**src/mnp_pkg.sv**
```systemverilog
// constants for the multiply, negate, no-operation and pop execution block
package mnp_pkg;

  // ----------------------------------------------------------------
  // instruction phases
  // ----------------------------------------------------------------
  localparam int unsigned Q_PHASES = 4;
  localparam logic [1:0]  PH_Q1    = 2'h0;
  localparam logic [1:0]  PH_Q2    = 2'h1;
  localparam logic [1:0]  PH_Q3    = 2'h2;
  localparam logic [1:0]  PH_Q4    = 2'h3;

  // ----------------------------------------------------------------
  // encodings and fields
  // ----------------------------------------------------------------
  localparam int unsigned OPC_HI        = 15;
  localparam int unsigned OPC_LO        = 9;
  localparam int unsigned ACC_BIT       = 8;
  localparam int unsigned NIB_LO        = 12;
  localparam logic [6:0]  MUL_FILE_OPC  = 7'h01;
  localparam logic [6:0]  NEG_FILE_OPC  = 7'h36;
  localparam logic [15:0] POP_WORD      = 16'h0006;
  localparam logic [15:0] NOP_WORD      = 16'h0000;
  localparam logic [3:0]  NOP_NIBBLE    = 4'hf;

  // ----------------------------------------------------------------
  // data memory addressing
  // ----------------------------------------------------------------
  localparam logic [7:0]  ACCESS_SPLIT  = 8'h80;
  localparam logic [3:0]  ACCESS_LO_BNK = 4'h0;
  localparam logic [3:0]  ACCESS_HI_BNK = 4'hf;
  localparam logic [7:0]  BYTE_ZERO     = 8'h00;
  localparam logic [7:0]  SIGN_ONLY     = 8'h80;
  localparam logic [3:0]  NIB_ZERO      = 4'h0;
  localparam logic [11:0] ADDR_ZERO     = 12'h000;

  // ----------------------------------------------------------------
  // return stack
  // ----------------------------------------------------------------
  localparam int unsigned STACK_WIDTH = 21;
  localparam int unsigned STACK_DEPTH = 31;

  typedef enum logic [2:0] {
    OP_NONE,
    OP_MUL,
    OP_NEG,
    OP_POP,
    OP_NOP
  } mnp_op_e;

endpackage : mnp_pkg

```
**src/mnp_exec.sv**
```systemverilog
// execution of multiply by file, negate file, no-operation and pop
// Function
// RULE_01: multiply by file forms the unsigned 16-bit product of the working register and the addressed file register.
// RULE_02: the product high byte gets the upper eight bits and the product low byte the lower eight.
// RULE_03: multiply by file leaves the working register, the file register and all flags untouched.
// RULE_04: a zero product raises no zero indication and the multiply produces no overflow or carry flag.
// RULE_05: access bit 0 selects the quick access bank, access bit 1 uses the bank select register.
// RULE_06: negate file replaces the addressed register with its inverted value plus one.
// RULE_07: the negated value is written back to the very location that was read.
// RULE_08: negate updates the negative, overflow, carry, digit carry and zero flags from its result.
// RULE_09: pop discards the return stack top without touching the program counter or any flag.
// RULE_10: after a pop the return stack top shows the entry pushed just before the discarded one.
// RULE_11: no-operation, all zeros or upper nibble 1111, takes one instruction cycle and changes nothing.
// RULE_12: multiply, negate and pop take one instruction cycle, reading in the second phase and writing in the fourth.
`timescale 1ns/1ps
module mnp_exec
  import mnp_pkg::*;
#(
  parameter int unsigned STK_WIDTH = STACK_WIDTH,
  parameter int unsigned STK_DEPTH = STACK_DEPTH
) (
  input  wire logic                           clk_in,
  input  wire logic                           rst_n_in,
  input  wire logic                           instr_valid_in,
  input  wire logic [15:0]                    instr_in,
  input  wire logic [7:0]                     working_reg_in,
  input  wire logic [3:0]                     bank_select_register_in,
  input  wire logic [7:0]                     mem_rdata_in,
  input  wire logic                           stack_push_in,
  input  wire logic [STK_WIDTH-1:0]           stack_push_data_in,
  output logic      [1:0]                     phase_out,
  output logic      [11:0]                    mem_addr_out,
  output logic                                mem_rd_out,
  output logic                                mem_wr_out,
  output logic      [7:0]                     mem_wdata_out,
  output logic      [7:0]                     product_high_byte_out,
  output logic      [7:0]                     product_low_byte_out,
  output logic                                status_wr_out,
  output logic                                negative_flag_out,
  output logic                                overflow_flag_out,
  output logic                                carry_flag_out,
  output logic                                digit_carry_flag_out,
  output logic                                zero_flag_out,
  output logic      [STK_WIDTH-1:0]           return_stack_top_out,
  output logic      [$clog2(STK_DEPTH+1)-1:0] stack_depth_out,
  output logic                                done_out,
  output logic                                unsupported_out
);

  if (STK_WIDTH < 1 || STK_DEPTH < 2) begin : g_bad_param
    $error("stack width or depth out of range");
  end

  // ----------------------------------------------------------------
  // phase counter and decode
  // ----------------------------------------------------------------
  logic [1:0]  phase_reg;
  mnp_op_e     op_reg;
  logic [7:0]  w_reg;
  logic [11:0] addr_reg;
  logic        rd_reg;
  logic        wr_reg;
  logic [7:0]  wdata_reg;
  logic [7:0]  prod_hi_reg;
  logic [7:0]  prod_lo_reg;
  logic        st_wr_reg;
  logic [4:0]  flags_reg;
  logic        done_reg;
  logic        unsup_reg;

  wire         at_q1      = (phase_reg == PH_Q1);
  wire         at_q3      = (phase_reg == PH_Q3);
  wire         at_q4      = (phase_reg == PH_Q4);
  wire  [6:0]  opc        = instr_in[OPC_HI:OPC_LO];
  wire  [7:0]  file_a     = instr_in[7:0];
  wire         is_mul     = (opc == MUL_FILE_OPC);
  wire         is_neg     = (opc == NEG_FILE_OPC);
  wire         is_pop     = (instr_in == POP_WORD);
  // RULE_11 both nop forms
  wire         is_nop     = (instr_in == NOP_WORD) || (instr_in[OPC_HI:NIB_LO] == NOP_NIBBLE);
  wire         take       = at_q1 && instr_valid_in;
  // RULE_05 bank selection
  wire  [3:0]  acc_bank   = (file_a >= ACCESS_SPLIT) ? ACCESS_HI_BNK : ACCESS_LO_BNK;
  wire  [3:0]  bank_sel   = instr_in[ACC_BIT] ? bank_select_register_in : acc_bank;
  wire  [11:0] addr_next  = {bank_sel, file_a};
  wire         needs_rd   = is_mul || is_neg;
  mnp_op_e     op_next;
  assign op_next = !take  ? OP_NONE :
                   is_mul ? OP_MUL  :
                   is_neg ? OP_NEG  :
                   is_pop ? OP_POP  :
                   is_nop ? OP_NOP  : OP_NONE;

  // ----------------------------------------------------------------
  // datapath
  // ----------------------------------------------------------------
  // RULE_01 unsigned product
  wire  [15:0] product    = {BYTE_ZERO, w_reg} * {BYTE_ZERO, mem_rdata_in};
  // RULE_06 two's complement
  wire  [7:0]  neg_res    = (~mem_rdata_in) + 8'h01;
  // RULE_08 flag values
  wire  [4:0]  neg_flags  = {neg_res[7], mem_rdata_in == SIGN_ONLY, mem_rdata_in == BYTE_ZERO,
                             mem_rdata_in[3:0] == NIB_ZERO, neg_res == BYTE_ZERO};
  wire         mul_fire   = at_q3 && op_reg == OP_MUL;
  wire         neg_fire   = at_q3 && op_reg == OP_NEG;
  // RULE_09 pop strobe
  wire         pop_fire   = at_q3 && op_reg == OP_POP;

  // ----------------------------------------------------------------
  // sequencing registers
  // ----------------------------------------------------------------
  always_ff @(posedge clk_in or negedge rst_n_in) begin
    if (!rst_n_in) begin
      phase_reg <= PH_Q1;
      op_reg    <= OP_NONE;
      w_reg     <= BYTE_ZERO;
      addr_reg  <= ADDR_ZERO;
      unsup_reg <= 1'b0;
    end else begin
      phase_reg <= phase_reg + 2'h1;
      unsup_reg <= take && op_next == OP_NONE;
      if (at_q1) begin
        op_reg <= op_next;
      end
      if (take && needs_rd) begin
        w_reg    <= working_reg_in;
        addr_reg <= addr_next;
      end
    end
  end

  // RULE_12 read in second phase
  always_ff @(posedge clk_in or negedge rst_n_in) begin
    if (!rst_n_in) begin
      rd_reg <= 1'b0;
    end else begin
      rd_reg <= take && needs_rd;
    end
  end

  // RULE_07 write back same location
  always_ff @(posedge clk_in or negedge rst_n_in) begin
    if (!rst_n_in) begin
      wr_reg    <= 1'b0;
      wdata_reg <= BYTE_ZERO;
    end else begin
      // RULE_03 only negate writes
      wr_reg <= neg_fire;
      if (neg_fire) begin
        wdata_reg <= neg_res;
      end
    end
  end

  // RULE_02 product byte split
  always_ff @(posedge clk_in or negedge rst_n_in) begin
    if (!rst_n_in) begin
      prod_hi_reg <= BYTE_ZERO;
      prod_lo_reg <= BYTE_ZERO;
    end else if (mul_fire) begin
      prod_hi_reg <= product[15:8];
      prod_lo_reg <= product[7:0];
    end
  end

  // RULE_04 only negate touches flags
  always_ff @(posedge clk_in or negedge rst_n_in) begin
    if (!rst_n_in) begin
      st_wr_reg <= 1'b0;
      flags_reg <= 5'h00;
    end else begin
      st_wr_reg <= neg_fire;
      if (neg_fire) begin
        flags_reg <= neg_flags;
      end
    end
  end

  always_ff @(posedge clk_in or negedge rst_n_in) begin
    if (!rst_n_in) begin
      done_reg <= 1'b0;
    end else begin
      done_reg <= at_q4 && op_reg != OP_NONE;
    end
  end

  // ----------------------------------------------------------------
  // return stack
  // ----------------------------------------------------------------
  mnp_ret_stack #(
    .WIDTH (STK_WIDTH),
    .DEPTH (STK_DEPTH)
  ) u_stack (
    .clk_in       (clk_in),
    .rst_n_in     (rst_n_in),
    .push_in      (stack_push_in),
    .push_data_in (stack_push_data_in),
    .pop_in       (pop_fire),
    .top_out      (return_stack_top_out),
    .depth_out    (stack_depth_out)
  );

  assign phase_out             = phase_reg;
  assign mem_addr_out          = addr_reg;
  assign mem_rd_out            = rd_reg;
  assign mem_wr_out            = wr_reg;
  assign mem_wdata_out         = wdata_reg;
  assign product_high_byte_out = prod_hi_reg;
  assign product_low_byte_out  = prod_lo_reg;
  assign status_wr_out         = st_wr_reg;
  assign {negative_flag_out, overflow_flag_out, carry_flag_out, digit_carry_flag_out, zero_flag_out} = flags_reg;
  assign done_out              = done_reg;
  assign unsupported_out       = unsup_reg;
endmodule : mnp_exec

```
**src/mnp_ret_stack.sv**
```systemverilog
// hardware return stack held in flip-flops
`timescale 1ns/1ps
module mnp_ret_stack
  import mnp_pkg::*;
#(
  parameter int unsigned WIDTH = STACK_WIDTH,
  parameter int unsigned DEPTH = STACK_DEPTH
) (
  input  wire logic                       clk_in,
  input  wire logic                       rst_n_in,
  input  wire logic                       push_in,
  input  wire logic [WIDTH-1:0]           push_data_in,
  input  wire logic                       pop_in,
  output logic      [WIDTH-1:0]           top_out,
  output logic      [$clog2(DEPTH+1)-1:0] depth_out
);

  localparam int unsigned PW = $clog2(DEPTH+1);
  localparam logic [PW-1:0] ONE = PW'(1);
  localparam logic [PW-1:0] TWO = PW'(2);

  if (DEPTH < 2) begin : g_bad_depth
    $error("stack depth must be at least two");
  end

  logic [WIDTH-1:0] entry_reg [DEPTH];
  logic [PW-1:0]    sp_reg;
  logic [WIDTH-1:0] top_reg;
  wire              do_pop   = pop_in && (sp_reg != '0);
  wire              do_push  = push_in && !pop_in && (sp_reg < PW'(DEPTH));
  wire  [PW-1:0]    below_ix = sp_reg - TWO;
  wire  [WIDTH-1:0] below_v  = (sp_reg >= TWO) ? entry_reg[below_ix] : '0;

  // ----------------------------------------------------------------
  // entry storage
  // ----------------------------------------------------------------
  for (genvar i = 0; i < DEPTH; i++) begin : g_entry
    always_ff @(posedge clk_in or negedge rst_n_in) begin
      if (!rst_n_in) begin
        entry_reg[i] <= '0;
      end else if (do_push && sp_reg == PW'(i)) begin
        entry_reg[i] <= push_data_in;
      end
    end
  end

  // ----------------------------------------------------------------
  // pointer and top
  // ----------------------------------------------------------------
  always_ff @(posedge clk_in or negedge rst_n_in) begin
    if (!rst_n_in) begin
      sp_reg  <= '0;
      top_reg <= '0;
    end else if (do_pop) begin
      // RULE_10 previous entry surfaces
      sp_reg  <= sp_reg - ONE;
      top_reg <= below_v;
    end else if (do_push) begin
      sp_reg  <= sp_reg + ONE;
      top_reg <= push_data_in;
    end
  end

  assign top_out   = top_reg;
  assign depth_out = sp_reg;

endmodule : mnp_ret_stack

```
**config.mk**
```make
export PLATFORM = sky130hd
export DESIGN_NAME = mnp_exec
export DESIGN_NICKNAME = d
export VERILOG_FILES = /design/src/mnp_pkg.sv /design/src/mnp_exec.sv /design/src/mnp_ret_stack.sv
export SDC_FILE = /design/constraint.sdc
export NUM_CORES = 1
export LEC_CHECK = 0
export ABC_CLOCK_PERIOD_IN_PS = 6200
export BUFFER_PORTS_ARGS = -buffer_cell sky130_fd_sc_hd__buf_2
export CAP_MARGIN = 15
export CORE_MARGIN = 8
export CORE_UTILIZATION = 35
export DETAILED_ROUTE_END_ITERATION = 8
export GPL_ROUTABILITY_DRIVEN = 0
export HOLD_SLACK_MARGIN = 0.02
export PLACE_DENSITY = 0.61
export SETUP_SLACK_MARGIN = 0.4
export SYNTH_ARGS = -nofsm -noshare
export SYNTH_HDL_FRONTEND = slang
export SYNTH_SLANG_ARGS = --single-unit
```
**constraint.sdc**
```tcl
create_clock -name clk_in -period 6.2 [get_ports clk_in]
set_input_delay 1.86 -clock clk_in [delete_from_list [all_inputs] [get_ports clk_in]]
set_output_delay 1.86 -clock clk_in [all_outputs]
set_load 0.005 [all_outputs]
```
* Word level (Yosys, flattened, before mapping) *
Cells that the tools add are included.

word-level totals
  register bits after elaboration = 735
  latch bits = 0
  RAM bits = 0
  ROM bits = 0
  input bits = 61
  output and inout bits = 74
  logic and storage cells = 166
  memories = 0

operators by class
  add/subtract/negate cells = 5
  multipliers = 1
  div/mod/pow operators = 0
  magnitude comparators = 4
  equal/unequal tests = 40
  shift operators = 0
  mux-type cells = 15
  bitwise operators = 2
  reduce and logical (&&, ||, !) cells = 54

operators by type and width
  kind                                                       number
  binary-select mux 21 bit (select 5 bit)                    1
  two-way mux 21 bit                                         5
  == test 5 bit (second input constant)                      15
  logical AND 1 bit                                          41
  == test 5 x 4 -> 1 bit (second input constant)             8
  == test 5 x 3 -> 1 bit (second input constant)             4
  == test 16 x 3 -> 1 bit (second input constant)            1
  zero test 16 bit                                           1
  zero test 8 bit                                            2
  multiplier 8 x 8 -> 16 bit                                 1
  two-way mux 3 bit                                          5
  == test 5 x 2 -> 1 bit (second input constant)             2
  two-way mux 5 bit                                          2
  adder 8 x 1 -> 8 bit (second input constant)               1
  == test 8 bit (second input constant)                      1
  greater-or-equal comparator 8 bit (second input constant)  1
  two-way mux 4 bit                                          2
  inverter 8 bit                                             1
  == test 7 x 1 -> 1 bit (second input constant)             1
  == test 7 x 6 -> 1 bit (second input constant)             1
  == test 3 x 2 -> 1 bit (second input constant)             2
  greater-or-equal comparator 6 bit (second input constant)  1
  inverter 5 -> 6 bit                                        1
  adder 5 x 1 -> 5 bit (second input constant)               1
  18 further kinds                                           20

* Longest topological paths before layout *
  word-level depth = 9
  depth in mapped cells = 17
  gate-level depth less buffers = 16

* Cells and area by module *
Synthesis repeated with hierarchy kept, for this count alone.

unflattened totals
  cell total of the unflattened synthesis = 2608
  area total of the unflattened synthesis = 35932.0 sq um

modules (own cells, without submodules)
  module         times used  cells each  area each (sq um)  seq. area each (sq um)
  mnp_ret_stack  1           2137        31272.5            16941.2
  mnp_exec       1           471         4659.5             1426.4

* Least setup slack after synthesis *
No wires, ideal clock.

  path kind = input to register
  start = input port mem_rdata_in[2]
  end = register prod_hi_reg[5], in the netlist product_high_byte_out[5]
  library setup time = 0.069 ns
  arrival time = 5.639 ns
  data required time = 6.131 ns
  path slack = 0.492 ns
  stages on the path = 17
  path buffers = 1
  path through = clkbuf_1 -> and2_1 -> fa_1 -> inv_1 -> fa_1 -> inv_1 -> fa_1 -> inv_1 -> fa_1 -> inv_1 -> ha_1 -> o21a_1 -> o31ai_1 -> a21oi_1 -> o22ai_1 -> or4_1 -> nand3_1

between the ends
  cells in the longest elaborated chain, start to end = 1

RTL lines
  element                     RTL line         text
  start, declared             mnp_exec.sv:28   input wire logic [7:0] mem_rdata_in,
  multiplier 8 x 8 -> 16 bit  mnp_exec.sv:98   wire [15:0] product = {BYTE_ZERO, w_reg} * {BYTE_ZERO, mem_rdata_in};
  end signal, assigned        mnp_exec.sv:161  prod_hi_reg <= product[15:8];
  end, declared               mnp_exec.sv:64   logic [7:0] prod_hi_reg;

Every way passes these cells.
A chain may end at the register's enable or synchronous reset.

* Worst setup path in the final report *
  start = input port mem_rdata_in[2]
  end = register prod_hi_reg[6], in the netlist product_high_byte_out[6]

Same word-level chain as after synthesis.

==> key figures <==
Synthesis
  • Net Count, Synth: 2,702
  • Post-synthesis async set-or-reset flop share: 1.00
  • Sequential share of the synthesized area: 0.518
  • Mean Syn Cell Area: 13.9 sq um
  • Ys flop type: dfrtp_1
  • Synthesized area: 0.0354 sq mm
  • YS warnings: 0
  • Area contributors post-synth: dfrtp_1 52%, mux2_2 22%, mux4_2 9.4%, fa_1 2.0%, nand2_1 1.7%
  • Yosys cell types: 55
  • Leading area contributor after synthesis: dfrtp_1
  • Count of flip-flops with a built-in enable after synthesis: 0
  • #FFs+latches synth: 734
  • Mapped Cells: 2,556
  • Post-synth top area share: 0.518

Floorplanning
  • Area of the core: 0.100 sq mm
  • IO Pins: 135
  • # rows: 116
  • Die area: 0.112 sq mm
  • Chip Width: 334 microns
  • Die H: 334 microns
  • Initial cell density of the core: 0.353

Clocking
  • Root buf cell: clkbuf_16
  • PostCTS Resize Cnt: 0
  • Clk sinks: 734
  • Cts bufs inserted: 79
  • Clock-pin slew on the worst setup and hold paths: 0.05 ns
  • Postcts setup bufs: 0
  • TritonCTS clock tree: yes
  • Hold_buf cts: 0
  • Clk Latency, worst-skew pair: 0.63 ns
  • Htree depth: 3
  • CTS max path bufs: 3

Drt
  • Detailed-route DRC error count: 0
  • Routed Antenna Nets: 0
  • Initial DRT Pass Iterations: 5
  • DRT iter0 DRCs: 1,500
  • Wire per inst: 23.3 microns
  • DR vias: 21,800
  • Routed WL: 93,900 microns
  • Via density: 5.40

Hold path
  • Type of the most critical hold path: flip-flop to flip-flop

Final layout
  • Multi-input logic area: 0.0160 sq mm
  • Area grow syn2layout: 13.4%
  • Fillers: 9,167
  • Nets@finish: 2,763
  • Most frequent cells in the layout: 732 x dfrtp_1, 689 x mux2_2, 162 x nand2_1, 148 x mux4_2, 133 x buf_2
  • Share of layout cells above drive strength 1: 0.454
  • Most common cell after layout, fill and taps aside: dfrtp_1
  • Post-route insts no fill: 4,039
  • FF+latch area: 0.0184 sq mm
  • Largest register FFs: 651

Setup path
  • Crit path required time: 6.66 ns
  • Critical path launch point type: primary input
  • Worst R2R Setup Slack: 1.72 ns
  • Crit Path Max Fanout: 10
  • Arr. time, crit path: 5.79 ns
  • WS Path Type: primary input to flip-flop
  • CP endpoint kind: flip-flop

Place
  • Placed Cells: 3,892
  • Detail Placement HPWL: 59,400 microns
  • PortBufs: 134

STA
  • Setup Viol. Count Final: 0
  • Least-Margin Pin Slew: 1.09 ns
  • Worst Skew: 0.0274 ns
  • Slew HR: 0.275
  • Fmax: 0.188 GHz
  • Tcrit/Tclk final: 0.860
  • Final Hold Viols: 0
  • Setup TNS: 0 ns
  • Minimum clock period: 5.33 ns
  • RSZ-0062 raised after global routing: no
  • Max Transition Viols Final: 0

Status
  • Run status: finished clean

Global route
  • Global route overflow: 0
  • Largest net degree at the start of global routing: 123
  • First-pass GRT wire length: 147,000 microns
  • Antenna violations before repair: 6
  • Total GRT Usage: 0.168
  • Vias in the first global route: 23,800

Pwr
  • Pwr/cell area: 470 mW/mm^2
  • Leak Pwr: 18.0 nW
  • Max IR drop VDD: 0.355 mV

Job
  • Max-cap violation count: 0
## routing by layer
metal	wire length, microns	track usage
met1	40000	0.218
met2	45300	0.279
met3	5450	0.0310
met4	3180	0.0629
met5	27	0
## report_power, final
group | internal (mW) | total (mW) | switching (mW)
combinational | 3.52 | 6.48 | 2.96
sequential | 6.69 | 7.75 | 1.06
clock | 2.72 | 4.67 | 1.95
total | 12.9 | 18.9 | 5.96
## cells in the mapped netlist, types with 5 or more instances
master / count
mux4_2: 148
xnor2_1: 8
nand2b_1: 5
o211ai_1: 24
a221o_1: 20
a21o_1: 5
nor2b_1: 9
and2_1: 47
nand2_1: 164
o31ai_1: 7
mux2i_1: 21
mux2_2: 689
a21oi_2: 20
buf_2: 62
o21ai_0: 51
buf_4: 5
nand3_1: 22
inv_1: 64
a31oi_1: 21
nor3_1: 47
dfrtp_1: 734
buf_1: 47
nor2_1: 56
ha_1: 49
xor2_1: 9
clkbuf_1: 100
fa_1: 36
a21oi_1: 40
## critical path: stages
cell and delay [ns]:
buf_2 0.11, buf_4 0.17, and2_1 0.16, fa_1 0.55, inv_1 0.06, fa_1 0.56, fa_1 0.44, fa_1 0.50
inv_1 0.04, ha_1 0.33, nand2_1 0.06, o21ai_0 0.35, nand3_1 0.15, o21ai_0 0.21, xnor2_1 0.14, o21ai_0 0.09
## logic make-up after synthesis
family	Yosys count	synth area share
AOI/OAI and AO/OA	211	0.0401
xor gates and xnor gates	17	0.00420
adders and majority gates	85	0.0376
buffers and inverters	283	0.0334
DFF	734	0.518
muxes	858	0.319
and+or+nand+nor	368	0.0474
## worst paths after layout
kind / from / cells past startpoint / to
worst max register to register: w_reg[5] / 16 / product_high_byte_out[5]
worst min-delay path: product_low_byte_out[0] / 2 / product_low_byte_out[0]
worst max-delay path: mem_rdata_in[2] / 16 / product_high_byte_out[6]
worst min register to register: product_low_byte_out[0] / 2 / product_low_byte_out[0]
min in group asynchronous: rst_n_in / 1 / u_stack.entry_reg[96]
max in group asynchronous: rst_n_in / 2 / product_high_byte_out[1]
## through the flow
step / setup slack (ns) / power (mW) / utilization / area (sq um) / hold slack [ns]
2_1_floorplan: 0.492 / 12.4 / - / 35400 / 0.463
3_3_place_gp: 0.303 / 14.0 / 0.375 / 37600 / 0.445
3_5_place_dp: 0.251 / 14.3 / 0.375 / 37600 / 0.452
4_1_cts: 0.926 / 19.1 / 0.400 / 40100 / 0.465
5_1_grt: 0.674 / 19.9 / 0.400 / 40200 / 0.502
6_report: 0.867 / 18.9 / 0.401 / 40200 / 0.457
## area by class of cell
class	count	area share
Sequential cell	734	0.457
Multi-Input combinational cell	1539	0.398
Clock buffer	111	0.0562
Tap cell	1357	0.0423
Timing Repair Buffer	198	0.0316
Clock inverter	30	0.00804
Inverter	65	0.00607
Antenna cell	5	0.000311
(Power assumes the default switching activity.)
